===== config.mk =====
export PLATFORM = sky130hd
export DESIGN_NAME = fps_protect
export DESIGN_NICKNAME = d
export VERILOG_FILES = /design/src/common/fps_pkg.sv /design/src/design/fps_protect.sv
export SDC_FILE = /design/constraint.sdc
export NUM_CORES = 1
export LEC_CHECK = 0
export ABC_AREA = 1
export BUFFER_PORTS_ARGS = -buffer_cell sky130_fd_sc_hd__buf_2
export CORE_ASPECT_RATIO = 1.1
export CORE_MARGIN = 4
export CORE_UTILIZATION = 42
export DETAILED_ROUTE_END_ITERATION = 6
export PLACE_DENSITY = 0.94
export SETUP_SLACK_MARGIN = 0.05
export SYNTH_ARGS = -nofsm -noshare
export SYNTH_HDL_FRONTEND = slang
export SYNTH_SLANG_ARGS = --single-unit

===== constraint.sdc =====
create_clock -name clk_i -period 1.63 [get_ports clk_i]
set_input_delay 0.2445 -clock clk_i [delete_from_list [all_inputs] [get_ports clk_i]]
set_output_delay 0.2445 -clock clk_i [all_outputs]
set_load 0.05 [all_outputs]

===== src/common/fps_pkg.sv =====
// Package for the flash protection and security block: map, fields, resets and carriers.
package fps_pkg;

    // Register byte offsets on the Wishbone slave.
    localparam logic [3:0] ADR_PROT = 4'h0;
    localparam logic [3:0] ADR_OPT  = 4'h4;
    localparam logic [3:0] ADR_CFG  = 4'h8;
    localparam logic [3:0] ADR_STAT = 4'hc;

    // Nonvolatile byte locations inside the flash array.
    localparam logic [15:0] NV_PROT_ADDR = 16'hffbd;
    localparam logic [15:0] NV_OPT_ADDR  = 16'hffbf;
    localparam logic [15:0] KEY_BASE     = 16'hffb0;

    // Memory map.
    localparam logic [15:0] FLASH_BASE = 16'he000;
    localparam logic [15:0] FLASH_TOP  = 16'hffff;
    localparam logic [15:0] RAM_BASE   = 16'h0080;
    localparam logic [15:0] RAM_TOP    = 16'h027f;
    localparam logic [15:0] VEC_LO     = 16'hffc0;
    localparam logic [15:0] VEC_HI     = 16'hfffd;

    // Field positions.
    localparam int PROT_DIS_BIT   = 0;
    localparam int OPT_BACKDOOR_KEY_ENABLE_BIT  = 7;
    localparam int OPT_NORED_BIT  = 6;
    localparam int CFG_KEY_ACCESS_BIT_BIT = 5;
    localparam int BLOCK_BITS     = 9;
    localparam int VEC_AREA_BITS  = 6;
    localparam int KEY_LEN        = 8;

    // Field values and reset values.
    localparam logic [1:0] SEC_OPEN  = 2'h2;
    localparam logic [7:0] PROT_RST  = 8'hff;
    localparam logic [7:0] OPT_RST   = 8'hff;
    localparam logic [7:0] CFG_RST   = 8'h00;
    localparam logic [7:0] OPT_MASK  = 8'hc3;

    typedef enum logic [2:0] {
        KEY_IDLE  = 3'b001,
        KEY_ENTRY = 3'b010,
        KEY_FULL  = 3'b100
    } fps_key_e;

    // Memory request from the core or the debug controller.
    typedef struct packed {
        logic        valid;
        logic [15:0] addr;
        logic        we;
        logic [7:0]  wdata;
        logic        src_secure;
        logic        src_bdc;
    } fps_mreq_s;

    // Request passed on to the flash and RAM arrays.
    typedef struct packed {
        logic        valid;
        logic [15:0] addr;
        logic        we;
        logic [7:0]  wdata;
    } fps_areq_s;

endpackage


===== src/design/fps_protect.sv =====
// Flash block protection, vector redirection and security gating.
//
// Decided for this implementation: the Wishbone interface to the registers.
`timescale 1ns/1ns
`default_nettype none

// Function
// RQ1 - Block program and erase in protected region.
// RQ2 - Load protection register from nonvolatile byte.
// RQ3 - Protection register writable only from debug.
// RQ4 - Boundary bits form last unprotected address.
// RQ5 - Disable bit set means nothing protected.
// RQ6 - Redirect only when redirect-disable bit clear.
// RQ7 - Redirect only under partial protection.
// RQ8 - Redirect interrupt vectors, never reset vector.
// RQ9 - Redirected fetch uses area below boundary.
// RQ10 - Secured: block unsecure and debug memory access.
// RQ11 - Secure code keeps full access.
// RQ12 - Load options register from nonvolatile byte.
// RQ13 - Only security code 1:0 means unsecured.
// RQ14 - Secured: no debug module, pin-gated background.
// RQ15 - Key-enable zero disables the backdoor key.
// RQ16 - Key access turns key writes into compares.
// RQ17 - Software writes key bytes in order, spaced.
// RQ18 - Key match on clear forces security open.
// RQ19 - Key entry only from secure code.
// RQ20 - Blank flash check disengages security.
// RQ21 - Developers program security low bit after erase.
// RQ22 - Wrong or disabled key changes nothing.
// RQ23 - Options register ignores all writes.
module fps_protect (
    input  wire logic              clk_i,
    input  wire logic              rst_i,
    // Wishbone slave.
    input  wire logic              wb_cyc_i,
    input  wire logic              wb_stb_i,
    input  wire logic              wb_we_i,
    input  wire logic [3:0]        wb_adr_i,
    input  wire logic [3:0]        wb_sel_i,
    input  wire logic [31:0]       wb_dat_i,
    input  wire logic              wb_dbg_i,
    output logic [31:0]            wb_dat_o,
    output logic                   wb_ack_o,
    // Nonvolatile bytes and stored key from the array, and the background mode pin.
    input  wire logic [7:0]        nv_protection_byte_i,
    input  wire logic [7:0]        nv_options_byte_i,
    input  wire logic [63:0]       backdoor_key_locations_i,
    input  wire logic              background_mode_pin_i,
    // Core and debug memory path.
    input  wire fps_pkg::fps_mreq_s core_req_i,
    output fps_pkg::fps_areq_s     arr_req_o,
    input  wire logic [7:0]        arr_rdata_i,
    output logic [7:0]             core_rdata_o,
    // Program and erase check from the command sequencer.
    input  wire logic              pe_req_i,
    input  wire logic [15:0]       pe_addr_i,
    output logic                   pe_block_o,
    input  wire logic              blank_ok_i,
    // Security state.
    output logic                   secured_o,
    output logic                   debug_module_allow_o,
    output logic                   active_bkgd_allow_o
);

    logic [7:0]       protection_working_reg_r;
    logic [7:0]       options_working_reg_r;
    logic [7:0]       flash_config_reg_r;
    logic [1:0]       sec_field_r;
    logic             load_pend_r;
    logic             pin_s1_r;
    logic             pin_s2_r;
    logic             bkgd_low_r;
    logic             ack_r;
    logic [31:0]      dat_r;
    logic [7:0]       rdata_r;
    fps_pkg::fps_key_e key_st_r;
    fps_pkg::fps_key_e key_st_nxt;
    logic [3:0]       key_idx_r;
    logic             key_bad_r;

    // Protection boundary.
    wire              protect_disable;
    wire [6:0]        protect_boundary_bits;
    wire [15:0]       last_unprot;
    wire              prot_en;
    wire              prot_partial;
    wire              redir_act;

    assign protect_disable       = protection_working_reg_r[fps_pkg::PROT_DIS_BIT];
    assign protect_boundary_bits = protection_working_reg_r[7:1];
    // RQ4 boundary address form
    assign last_unprot = {protect_boundary_bits, {fps_pkg::BLOCK_BITS{1'b1}}};
    // RQ5 disable bit gate
    assign prot_en = !protect_disable;
    // RQ7 partial protection only
    assign prot_partial = prot_en && (last_unprot != fps_pkg::FLASH_TOP)
                          && (last_unprot >= fps_pkg::FLASH_BASE);
    // RQ6 redirect disable bit
    assign redir_act = prot_partial
                       && !options_working_reg_r[fps_pkg::OPT_NORED_BIT];

    // RQ1 block program and erase
    assign pe_block_o = pe_req_i && prot_en && (pe_addr_i > last_unprot);

    // Security state.
    wire backdoor_key_enable;
    wire key_acc;
    wire secured;

    assign backdoor_key_enable   = options_working_reg_r[fps_pkg::OPT_BACKDOOR_KEY_ENABLE_BIT];
    assign key_acc = flash_config_reg_r[fps_pkg::CFG_KEY_ACCESS_BIT_BIT];
    // RQ13 only 1:0 unsecures
    assign secured = (sec_field_r != fps_pkg::SEC_OPEN);

    assign secured_o = secured;
    // RQ14 debug module refused
    assign debug_module_allow_o = !secured;
    // RQ14 background entry via pin
    assign active_bkgd_allow_o = !secured || bkgd_low_r;

    // Access classification.
    wire in_flash;
    wire in_ram;
    wire in_vec;
    wire in_key;
    wire src_untrusted;
    wire blocked;
    wire key_wr;

    assign in_flash = core_req_i.addr >= fps_pkg::FLASH_BASE;
    assign in_ram   = (core_req_i.addr >= fps_pkg::RAM_BASE)
                      && (core_req_i.addr <= fps_pkg::RAM_TOP);
    assign in_vec   = (core_req_i.addr >= fps_pkg::VEC_LO)
                      && (core_req_i.addr <= fps_pkg::VEC_HI);
    assign in_key   = core_req_i.addr[15:3] == fps_pkg::KEY_BASE[15:3];
    // RQ11 secure code trusted
    assign src_untrusted = !core_req_i.src_secure || core_req_i.src_bdc;
    // RQ10 secured access gate
    assign blocked = secured && (in_flash || in_ram) && src_untrusted;
    // RQ16 key writes become compares
    // RQ19 only secure code enters key
    assign key_wr = core_req_i.valid && core_req_i.we && in_key
                    && key_acc && backdoor_key_enable && !src_untrusted;

    // Array request: blocked and key writes never reach the array.
    wire        vec_redir;
    wire [15:0] arr_addr;

    // RQ8 interrupt vectors only
    assign vec_redir = redir_act && in_vec && !core_req_i.we;
    // RQ9 area below boundary
    assign arr_addr = vec_redir
        ? {last_unprot[15:fps_pkg::VEC_AREA_BITS],
           core_req_i.addr[fps_pkg::VEC_AREA_BITS-1:0]}
        : core_req_i.addr;

    assign arr_req_o.valid = core_req_i.valid && !blocked && !key_wr;
    assign arr_req_o.addr  = arr_addr;
    assign arr_req_o.we    = core_req_i.we;
    assign arr_req_o.wdata = core_req_i.wdata;

    // Wishbone decode.
    wire wb_req;
    wire wr_fire;
    wire sel_prot;
    wire sel_opt;
    wire sel_cfg;
    wire sel_stat;
    wire wr_prot;
    wire wr_cfg;
    wire [31:0] rd_mux;

    assign wb_req   = wb_cyc_i && wb_stb_i;
    // Writes land on the edge where the master sees ack.
    assign wr_fire  = wb_req && wb_we_i && wb_sel_i[0] && ack_r;
    assign sel_prot = wb_adr_i == fps_pkg::ADR_PROT;
    assign sel_opt  = wb_adr_i == fps_pkg::ADR_OPT;
    assign sel_cfg  = wb_adr_i == fps_pkg::ADR_CFG;
    assign sel_stat = wb_adr_i == fps_pkg::ADR_STAT;
    // RQ3 debug-only protection write
    assign wr_prot  = wr_fire && sel_prot && wb_dbg_i;
    assign wr_cfg   = wr_fire && sel_cfg;

    wire [7:0] opt_view;
    wire [7:0] stat_view;

    assign opt_view  = {options_working_reg_r[7:2], sec_field_r}
                       & fps_pkg::OPT_MASK;
    assign stat_view = {2'h0, key_bad_r, bkgd_low_r, redir_act,
                        prot_partial, prot_en, secured};

    assign rd_mux = sel_prot ? {24'h0, protection_working_reg_r}
                  : sel_opt  ? {24'h0, opt_view}
                  : sel_cfg  ? {24'h0, flash_config_reg_r}
                  : sel_stat ? {24'h0, stat_view}
                  : 32'h0;

    always_ff @(posedge clk_i) begin
        if (rst_i) begin
            ack_r <= 1'b0;
            dat_r <= 32'h0;
        end else begin
            ack_r <= wb_req && !ack_r;
            dat_r <= rd_mux;
        end
    end

    assign wb_ack_o = ack_r;
    assign wb_dat_o = dat_r;

    // Background pin: synchronised, caught on the first cycle after reset.
    always_ff @(posedge clk_i) begin
        pin_s1_r <= background_mode_pin_i;
        pin_s2_r <= pin_s1_r;
    end

    always_ff @(posedge clk_i) begin
        if (rst_i) begin
            load_pend_r <= 1'b1;
            bkgd_low_r  <= 1'b0;
        end else begin
            load_pend_r <= 1'b0;
            if (load_pend_r) begin
                bkgd_low_r <= !pin_s2_r;
            end
        end
    end

    // Protection register.
    always_ff @(posedge clk_i) begin
        if (rst_i) begin
            protection_working_reg_r <= fps_pkg::PROT_RST;
        end else if (load_pend_r) begin
            // RQ2 copy protection byte
            protection_working_reg_r <= nv_protection_byte_i;
        end else if (wr_prot) begin
            protection_working_reg_r <= wb_dat_i[7:0];
        end
    end

    // Options register: no bus write path at all.
    always_ff @(posedge clk_i) begin
        if (rst_i) begin
            options_working_reg_r <= fps_pkg::OPT_RST;
        end else if (load_pend_r) begin
            // RQ12 copy options byte
            // RQ23 only reset reloads
            options_working_reg_r <= nv_options_byte_i;
        end
    end

    always_ff @(posedge clk_i) begin
        if (rst_i) begin
            flash_config_reg_r <= fps_pkg::CFG_RST;
        end else if (wr_cfg) begin
            flash_config_reg_r <= wb_dat_i[7:0]
                & (8'h01 << fps_pkg::CFG_KEY_ACCESS_BIT_BIT);
        end
    end

    // Backdoor key entry.
    wire [7:0] key_byte;
    wire       key_hit;
    wire       key_clear;
    wire       key_match;
    wire       blank_unlock;

    assign key_byte  = backdoor_key_locations_i[key_idx_r[2:0]*8 +: 8];
    // RQ17 ascending order expected
    assign key_hit   = (core_req_i.addr[2:0] == key_idx_r[2:0])
                       && (core_req_i.wdata == key_byte);
    assign key_clear = wr_cfg && key_acc
                       && !wb_dat_i[fps_pkg::CFG_KEY_ACCESS_BIT_BIT];
    // RQ15 key disabled by bit
    // RQ22 mismatch leaves security
    assign key_match = key_clear && backdoor_key_enable && !key_bad_r
                       && (key_st_r == fps_pkg::KEY_FULL);
    // RQ20 blank check unsecures
    assign blank_unlock = blank_ok_i;

    always_comb begin
        key_st_nxt = key_st_r;
        case (key_st_r)
            fps_pkg::KEY_IDLE: begin
                if (key_acc && backdoor_key_enable) begin
                    key_st_nxt = fps_pkg::KEY_ENTRY;
                end
            end
            fps_pkg::KEY_ENTRY: begin
                if (!key_acc) begin
                    key_st_nxt = fps_pkg::KEY_IDLE;
                end else if (key_wr
                             && key_idx_r == 4'(fps_pkg::KEY_LEN - 1)) begin
                    key_st_nxt = fps_pkg::KEY_FULL;
                end
            end
            fps_pkg::KEY_FULL: begin
                if (!key_acc) begin
                    key_st_nxt = fps_pkg::KEY_IDLE;
                end
            end
            default: begin
                key_st_nxt = fps_pkg::KEY_IDLE;
            end
        endcase
    end

    always_ff @(posedge clk_i) begin
        if (rst_i) begin
            key_st_r  <= fps_pkg::KEY_IDLE;
            key_idx_r <= 4'h0;
            key_bad_r <= 1'b0;
        end else begin
            key_st_r <= key_st_nxt;
            if (key_st_r == fps_pkg::KEY_IDLE) begin
                key_idx_r <= 4'h0;
                key_bad_r <= 1'b0;
            end else if (key_wr) begin
                key_idx_r <= key_idx_r + 4'h1;
                // A ninth byte or a wrong one spoils the whole entry.
                if (!key_hit || key_st_r == fps_pkg::KEY_FULL) begin
                    key_bad_r <= 1'b1;
                end
            end
        end
    end

    // Security field: once opened it stays open until reset.
    always_ff @(posedge clk_i) begin
        if (rst_i) begin
            sec_field_r <= fps_pkg::OPT_RST[1:0];
        end else if (load_pend_r) begin
            sec_field_r <= nv_options_byte_i[1:0];
        end else if (key_match || blank_unlock) begin
            // RQ18 force open code
            sec_field_r <= fps_pkg::SEC_OPEN;
        end
    end

    // Read data: zero for a blocked read, registered one cycle on.
    always_ff @(posedge clk_i) begin
        if (rst_i) begin
            rdata_r <= 8'h00;
        end else if (core_req_i.valid && !core_req_i.we) begin
            // RQ10 blocked reads return zero
            rdata_r <= blocked ? 8'h00 : arr_rdata_i;
        end
    end

    assign core_rdata_o = rdata_r;
endmodule // fps_protect

`default_nettype wire


Word-level counts from Yosys, hierarchy flattened
Index checks and enable logic that the tools add are counted.
Cells by class
  shift operators: 1
  multiplexer cells: 16
  reductions and logical operators: 60
  equal/unequal tests: 15
  add/sub/neg operators: 1
  $lt $le $gt $ge: 7
Operators by type and width (number)
  variable part select 64 x 7 -> 8 bit: 1
  greater-or-equal comparator 16 bit (second input constant): 3
  two-way mux 8 bit: 5
  logical AND 1 bit: 35
  greater-or-equal comparator 16 x 8 -> 1 bit (second input constant): 1
  > comparator 16 bit: 1
  <= comparator 16 x 10 -> 1 bit (second input constant): 1
  <= comparator 16 bit (second input constant): 1
  two-way mux 16 bit: 1
  equality test 13 bit (second input constant): 1
  zero test 1 bit: 13
  two-way mux 3 bit: 4
  two-way mux 6 bit: 2
  one-hot mux 3 bit (3 select lines): 1
  equality test 4 x 3 -> 1 bit (second input constant): 2
  equality test 4 bit (second input constant): 2
  equality test 8 bit: 1
  != test 7 bit (second input constant): 1
  != test 2 bit (second input constant): 3
  logical OR 1 bit: 5
  adder 4 x 1 -> 4 bit (second input constant): 1
  zero test 4 bit: 1
  two-way mux 2 bit: 2
  nonzero test 2 bit: 2
  10 further kinds: 10
Storage, ports and cells
  register bits: 72
  bits of input ports: 181
  logic and storage cells: 115

Longest topological paths before layout
Gate-level depths: netlist of run 1.
  word-level depth: 13
  mapped depth: 14
  gate-level depth less buffers: 12

Worst setup path before layout of run 1
No wires, ideal clock.
  path kind: register to output
  start point: register sec_field_r[1]
  end point: output port arr_req_o[25] (netlist bit)
  required time: 1.385 ns
  setup slack: -0.963 ns
  cell stages (with the launch flop): 5
  buffers on the path: 0
  arrival time: 2.348 ns
  path through: dfxtp_1 > inv_1 > nor2_1 > nor3_1 > nor3_1
RTL lines
  from (decl): line fps_protect.sv:68  | logic [1:0] sec_field_r;
  from (signal assigned): line fps_protect.sv:331  | sec_field_r <= fps_pkg::OPT_RST[1:0];
  from (signal assigned): line fps_protect.sv:333  | sec_field_r <= nv_options_byte_i[1:0];
  from (signal assigned): line fps_protect.sv:336  | sec_field_r <= fps_pkg::SEC_OPEN;
  to (decl): line fps_protect.sv:51  | output fps_pkg::fps_areq_s arr_req_o,

Worst setup path in the final report of run 1
  start point: register protection_working_reg_r[3]
  end point: output port pe_block_o
On the way
  word-level cells in the longest chain between the ends: 2
Ends and longest elaborated chain
  from (decl): line fps_protect.sv:65  | logic [7:0] protection_working_reg_r;
  from (signal assigned): line fps_protect.sv:232  | protection_working_reg_r <= fps_pkg::PROT_RST;
  from (signal assigned): line fps_protect.sv:235  | protection_working_reg_r <= nv_protection_byte_i;
  from (signal assigned): line fps_protect.sv:237  | protection_working_reg_r <= wb_dat_i[7:0];
  > comparator 16 bit: line fps_protect.sv:103  | assign pe_block_o = pe_req_i && prot_en && (pe_addr_i > last_unprot);
  logical AND 1 bit: line fps_protect.sv:103
  to (decl): line fps_protect.sv:57  | output logic pe_block_o,
Every way passes these cells.

==> key figures, run 1 <==
Status
  – Status: complete, but fails checks
  – Failing checks: setup timing

Placed design
  – Placed inst area: 4890 um^2
  – Detail Placement HPWL: 9580 um
  – I/O Buffers: 196
  – GPL Wtd Cong: 0.854

Power
  – Clock Power Share: 30.0%
  – Comb power frac: 36.7%
  – Seq pwr share: 33.3%
  – Switching share of power: 36.3%
  – LEAKAGE: 2.98 nW
  – Net Switching: 1.22 mW
  – Peak supply drop: 0.000640 V
  – PwrDens: 627 nW/um^2
  – Internal: 2.14 mW

Die
  – Placeable Area: 8040 um^2
  – Die Ht: 104 um
  – DIE WIDTH: 95.4 um
  – Row cnt: 34
  – # IOs: 252
  – Starting Density: 43.9%
  – Die ar.: 9940 um^2

Routing
  – DRC: 0
  – Final wirelength: 13000 um
  – Met2 wire len: 6560 um
  – Routed Antenna Nets: 0
  – WL met1: 4730 um
  – Vias per cell: 4.98
  – DR WL met3: 1160 um
  – Via Count: 4626
  – Routed len/inst: 14.0 um
  – Pre-Repair DR Iteration Count: 5
  – DR iter-0 viols: 255
  – DR top layer: met4

Critical path
  – Worst-path fanout max: 3
  – Critical path's top delay family: buffers and inverters
  – Peak per-stage delay on the critical path: 0.39 ns
  – WS Path Type: flip-flop to primary output
  – CP Launch Type: flip-flop
  – Worst path slowest cell: dfxtp_2
  – CP Capture Type: primary output
  – Arr. time, crit path: 1.78 ns
  – Crit path cell chain: inv_4 > buf_12 > ha_4 > nand4_1 > nor4_2 > buf_4 > a211oi_4 > buf_6
  – WP data required: 1.39 ns
  – Buffer and inverter count on the worst path: 4

CTS
  – Sink Count: 42
  – CTS tree: done
  – Root Buffer: clkbuf_8
  – H-Tree Depth: 2
  – Later-pin clock latency in the skew report: 0.30 ns
  – Clock transition at the registers of the reported paths: 0.10 ns
  – Clock Path Buffers: 2
  – Cts hold-fix bufs: 0
  – Total CTS buffers: 5

Synth
  – Async SR Flop Fraction: 0%
  – Syn Area/Cell: 5.95 um^2
  – #FFs+latches synth: 42
  – Post-synthesis xor/xnor area fraction: 0.993%
  – Mapped cell area: 3530 um^2
  – Largest family of logic cells by synthesized area: simple AND/OR/NAND/NOR gates
  – Mux contribution to synthesized area: 0%
  – Main area contributors after synthesis: dfxtp_1, nand2_1, inv_1, buf_4, nand3_1
  – Synth top area share: 23.8%
  – Adder-cell share of the synthesized area: 2.84%
  – Netlist cell types: 39
  – Compound-Gate Fraction of Synth Area: 10.6%
  – Seq/Total Area, Yosys: 23.8%
  – Post-synth EDFFs: 0
  – Post-synth top flop: dfxtp_1
  – Synth Area in Simple Gates: 39.2%
  – Cells after Synth: 593
  – Area leader, netlist: dfxtp_1
  – Yosys warning count: 0

STA
  – Slew @ Worst Pin: 0.515 ns
  – Setup ws final: -0.399 ns
  – Final Hold Fails: 0
  – Slew HR: 65.4%
  – Fin crit period: 2.03 ns
  – FMAX: 0.493 GHz
  – Fin crit share: 124%
  – RSZ-0062 raised after global routing: yes
  – Total Neg Setup Slack: -1.69 ns
  – Slew Limit Fails: 0
  – Setup Skew: 0.0136 ns
  – # setup viols final: 5

Finish
  – NumNets Final: 1007
  – Fraction of layout cells with a size suffix above 1: 42.5%
  – Most frequent cells in the layout: buf_2, nand2_1, inv_1, buf_4, nor2_1
  – Commonest non-fill, non-tap cell in the layout: buf_2
  – Post-route cell area: 5370 um^2
  – Area Overhead vs Synth: 52.0%

Hold path
  – Hold Crit Class: primary input to flip-flop

Global route
  – Largest net degree at the start of global routing: 20
  – Initial antenna violation count: 1
  – Remaining global-route overflow: 0
  – Vias in the first global route: 4381
  – Global-route wire length before repair: 19600 um
  – GRT Resource Usage Total: 24.2%

Job
  – Max_cap viols: 0
==> Yosys cell counts, types with 8 or more instances <==
master	instances
a21oi_1	26
buf_4	40
clkbuf_1	13
dfxtp_1	42
ha_1	8
inv_1	94
nand2_1	160
nand3_1	54
nand4_1	11
nor2_1	58
nor3_1	15
o21ai_0	18
==> area by class of cell <==
cell class              count  area [um^2]
diodes                      1         2.50
clock buffers               5         68.8
clock inverters             3         68.8
fillers                   655         2680
inverters                  98          378
multi-input cells         413         2290
flip-flops and latches     42          858
well taps                 108          135
repair buffers            258         1560
==> cells by family after synthesis <==
logic type,count (synthesis)
simple gates,316
other cells,1
flops,42
buf+inv,161
fa+ha+maj,8
compound gates,61
xor+xnor,4
==> power groups by stage <==
| stage | combinational, mW | clock [mW] | sequential, mW |
|---|---|---|---|
| floorplan | 0.700 | 0 | 1.20 |
| global route | 1.32 | 1.06 | 1.12 |
| finish | 1.23 | 1.01 | 1.12 |
| CTS | 1.17 | 0.997 | 1.12 |
| global placement | 1.10 | 0 | 1.14 |
| detailed placement | 1.12 | 0 | 1.14 |
==> worst register-to-register path, stage by stage, from the launching register on <==
cell and delay, ns:
dfxtp_4 0.41, inv_2 0.06, buf_6 0.14, nand2_1 0.06
nand3_1 0.08, nand3_2 0.08, nand2_1 0.07, nand2_1 0.08
nand2_1 0.07, nor2_1 0.09, nand3_1 0.10, o21bai_1 0.13
a21oi_1 0.07
==> state kept, by name, indices dropped and copies added, names as in the netlist, 2 cells and up <==
signal and count:
core_rdata_o 8, key_idx_r 4, key_st_r 3, options_working_reg_r 2
protection_working_reg_r 8, sec_field_r 2, wb_dat_o 8
==> worst paths after layout <==
path | startpoint | to | slack, ns | depth (start not counted)
max | protection_working_reg_r[3]$_SDFFE_PP1P_ | pe_block_o | -0.40 | 8
min | background_mode_pin_i | pin_s1_r$_DFF_P_ | 0.04 | 1
max reg2reg | key_idx_r[0]$_SDFFE_PP0P_ | key_bad_r$_SDFFE_PP0P_ | 0.08 | 12
min reg2reg | pin_s1_r$_DFF_P_ | pin_s2_r$_DFF_P_ | 0.35 | 0
==> routing by layer <==
| layer | GRT usage [%] | up-vias |
|---|---|---|
| met5 | 0 | - |
| met4 | 10.4 | 0 |
| met3 | 4.12 | 57 |
| met2 | 42.1 | 254 |
| met1 | 28.6 | 2060 |
| li1 | - | 2255 |
==> repair_timing <==
action,4_1_cts,5_1_grt
setup buffers,8,3
endpoints found under the setup margin,7,13
resized for setup,35,35
pin swaps,9,13
==> metrics by stage <==
step / worst slack (ns) / instances / util, % / power [mW] / hold slack (ns)
2_1_floorplan: -0.0434 / 616 / - / 1.90 / 0.272
3_3_place_gp: -0.149 / 909 / 60.8 / 2.23 / 0.311
3_5_place_dp: -0.249 / 909 / 60.8 / 2.26 / 0.324
4_1_cts: -0.397 / 924 / 64.6 / 3.28 / 0.0341
5_1_grt: -0.462 / 928 / 66.7 / 3.50 / 0.0303
6_report: -0.399 / 928 / 66.7 / 3.36 / 0.0414
Power figures use the tool's default switching activity.
==> run 2: changes to the inputs <==
--- a/config.mk
+++ b/config.mk
@@ -7,12 +7,13 @@
 export LEC_CHECK = 0
 export ABC_AREA = 1
 export BUFFER_PORTS_ARGS = -buffer_cell sky130_fd_sc_hd__buf_2
-export CORE_ASPECT_RATIO = 1.1
+export CORE_ASPECT_RATIO = 0.5
 export CORE_MARGIN = 4
 export CORE_UTILIZATION = 42
 export DETAILED_ROUTE_END_ITERATION = 6
 export PLACE_DENSITY = 0.94
 export SETUP_SLACK_MARGIN = 0.05
+export SKIP_LAST_GASP = 1
 export SYNTH_ARGS = -nofsm -noshare
 export SYNTH_HDL_FRONTEND = slang
 export SYNTH_SLANG_ARGS = --single-unit
==> run 2 against run 1 <==
Against the previous run: the flow still finishes with violations (setup timing); worst hold slack better by 0.027 ns; worst setup slack lost 0.0055 ns; wire length up 8.1%; critical path depth is the same; sequential power about the same; non-clock buffer count down 9; sequential cell count unchanged; global-route usage is essentially flat; core utilization decreased by 1.4 points; power down 0.98%; critical path type unchanged.
==> key figures, run 2 (synthesis gave the netlist of run 1 again) <==
CTS
  – Clock Path Buffers: 2 (unchanged)
  – Root Buffer: clkbuf_16
  – H-Tree Depth: 2 (unchanged)
  – Sink Count: 42 (unchanged)
  – CTS tree: done
  – Later-pin clock latency in the skew report: 0.29 ns (about the same)
  – Clock transition at the registers of the reported paths: 0.07 ns (-0.03 ns)
  – Total CTS buffers: 5 (unchanged)
  – Cts hold-fix bufs: 0 (unchanged)

Job
  – Max_cap viols: 0 (unchanged)

Critical path
  – Most numerous cell on the critical path: buf_6
  – Arr. time, crit path: 1.79 ns (about the same)
  – Peak per-stage delay on the critical path: 0.35 ns (-0.04 ns)
  – WP data required: 1.39 ns (about the same)
  – Worst-path fanout max: 2 (-1)
  – Crit path cell chain: inv_2 > buf_6 > ha_4 > nand3_1 > nand2_1 > a21oi_2 > a211oi_4 > buf_6
  – CP Launch Type: flip-flop
  – WS Path Type: flip-flop to primary output
  – CP Capture Type: primary output
  – Worst path slowest cell: dfxtp_2

STA
  – Slew HR: 58.0% (-7.4 points)
  – Setup Skew: 0.0103 ns (-0.00324 ns)
  – # setup viols final: 7 (+2)
  – Slew Limit Fails: 0 (unchanged)
  – RSZ-0062 raised after global routing: yes
  – Final Hold Fails: 0 (unchanged)
  – Setup ws final: -0.405 ns (-0.00549 ns)
  – Fin crit period: 2.03 ns (+0.00549 ns)
  – FMAX: 0.491 GHz (-0.27%)
  – Fin crit share: 125% (+0.34 points)
  – Slew @ Worst Pin: 0.625 ns (+0.110 ns)

Die
  – DIE WIDTH: 138 um (+44%)
  – # IOs: 252 (unchanged)
  – Die ar.: 10000 um^2 (+0.88%)
  – Placeable Area: 8090 um^2 (+0.58%)
  – Row cnt: 23 (-32%)
  – Starting Density: 43.6% (-0.25 points)
  – Die Ht: 72.8 um (-30%)

Power
  – PwrDens: 630 nW/um^2 (+0.61%)
  – Peak supply drop: 0.000510 V (-20%)
  – LEAKAGE: 2.93 nW (-1.9%)
  – Final Power: 3.33 mW (-0.98%)

Finish
  – Fraction of layout cells with a size suffix above 1: 40.9% (-1.6 points)
  – Antenna cells: 0 (-1)
  – Final Non-Filler Cells: 922 (-0.65%)
  – Commonest non-fill, non-tap cell in the layout: buf_2
  – NumNets Final: 998 (-0.89%)
  – Area Overhead vs Synth: 49.6%
  – Most frequent cells in the layout: buf_2, nand2_1, inv_1, nand3_1, nor2_1
  – Post-route cell area: 5280 um^2 (-1.6%)

Routing
  – DRC: 0 (unchanged)
  – DR iter-0 viols: 339 (+33%)
  – Via Count: 4656 (+0.65%)
  – Vias per cell: 5.05 (+1.3%)
  – Routed len/inst: 15.3 um (+8.8%)
  – Final wirelength: 14100 um (+8.1%)
  – Pre-Repair DR Iteration Count: 5 (unchanged)
  – Routed Antenna Nets: 0 (unchanged)

Hold path
  – Hold Crit Class: primary input to flip-flop

Placed design
  – Detail Placement HPWL: 9310 um (-2.8%)
  – GPL Wtd Cong: 0.820 (-4.0%)
  – Pre-CTS setup slack: -0.170 ns (+0.0785 ns)
  – Placed cells: 909 (unchanged)
  – I/O Buffers: 196 (unchanged)
  – Placed inst area: 4870 um^2 (-0.51%)

Status
  – Failing checks: setup timing
  – Status: complete, but fails checks

Global route
  – Global-route wire length before repair: 19500 um (-0.42%)
  – Largest net degree at the start of global routing: 25 (+25%)
  – GRT Resource Usage Total: 24.2% (+0.024 points)
  – Remaining global-route overflow: 0 (unchanged)
  – Initial antenna violation count: 0 (-1)
  – Vias in the first global route: 4256 (-2.9%)
-- run 2: stage by stage --
stage	hold WS, ns	setup TNS (ns)	util (%)
after detailed placement	0.315	-1.36	60.2
after floorplan	0.272	-0.0808	-
after global placement	0.312	-0.669	60.2
final	0.0684	-2.00	65.3
after global routing	0.0597	-2.74	65.3
after CTS	0.0689	-1.92	64.0
-- run 2: worst paths after layout --
check / startpoint / end / slack (ns) / depth (start not counted)
worst min-delay path: background_mode_pin_i / pin_s1_r$_DFF_P_ / 0.07 / 1
worst min register to register: pin_s1_r$_DFF_P_ / pin_s2_r$_DFF_P_ / 0.33 / 0
worst max register to register: key_st_r[2]$_SDFFE_PP0P_ / key_st_r[1]$_SDFFE_PP0P_ / -0.04 / 8
worst max-delay path: protection_working_reg_r[2]$_SDFFE_PP1P_ / pe_block_o / -0.40 / 8
-- run 2: where the power goes --
| group | switching [mW] | internal, mW | total (mW) | leakage [nW] |
|---|---|---|---|---|
| Sequential | 0.0372 | 1.08 | 1.12 | 0.345 |
| Clock | 0.431 | 0.575 | 1.01 | 0.0704 |
| Combinational | 0.785 | 0.418 | 1.20 | 2.51 |
| Total | 1.25 | 2.08 | 3.33 | 2.93 |
-- run 2: layout make-up --
class | instances | area, um^2
clock buffer | 5 | 125
clock inverter | 3 | 25.0
fill | 669 | 2810
inverter | 98 | 378
multi-input combinational | 413 | 2260
sequential | 42 | 860
tap | 112 | 140
timing repair buffer | 249 | 1490
-- run 2: what timing repair did --
item,in CTS,in global routing
gates resized for setup,31,21
setup buffers,1,2
endpoints found under the hold margin,0,0
cloned,2,0
pin swaps,4,9
endpoints found under the setup margin,7,12
-- run 2: layer usage --
| layer | global-route usage, % | share of wire, % | up-vias |
|---|---|---|---|
| met5 | 0 | 0 | - |
| met4 | 12.2 | 5.2 | 0 |
| met3 | 5.10 | 9.1 | 71 |
| met2 | 44.9 | 48 | 278 |
| met1 | 26.4 | 38 | 2072 |
| li1 | - | - | 2235 |
-- run 2: critical path: cells and delay by family (launching register included) --
family,cells,cell delay [ns]
compound gates,2,0.30
fa+ha+maj,1,0.28
simple gates,2,0.20
buf+inv,3,0.36
flops,1,0.35
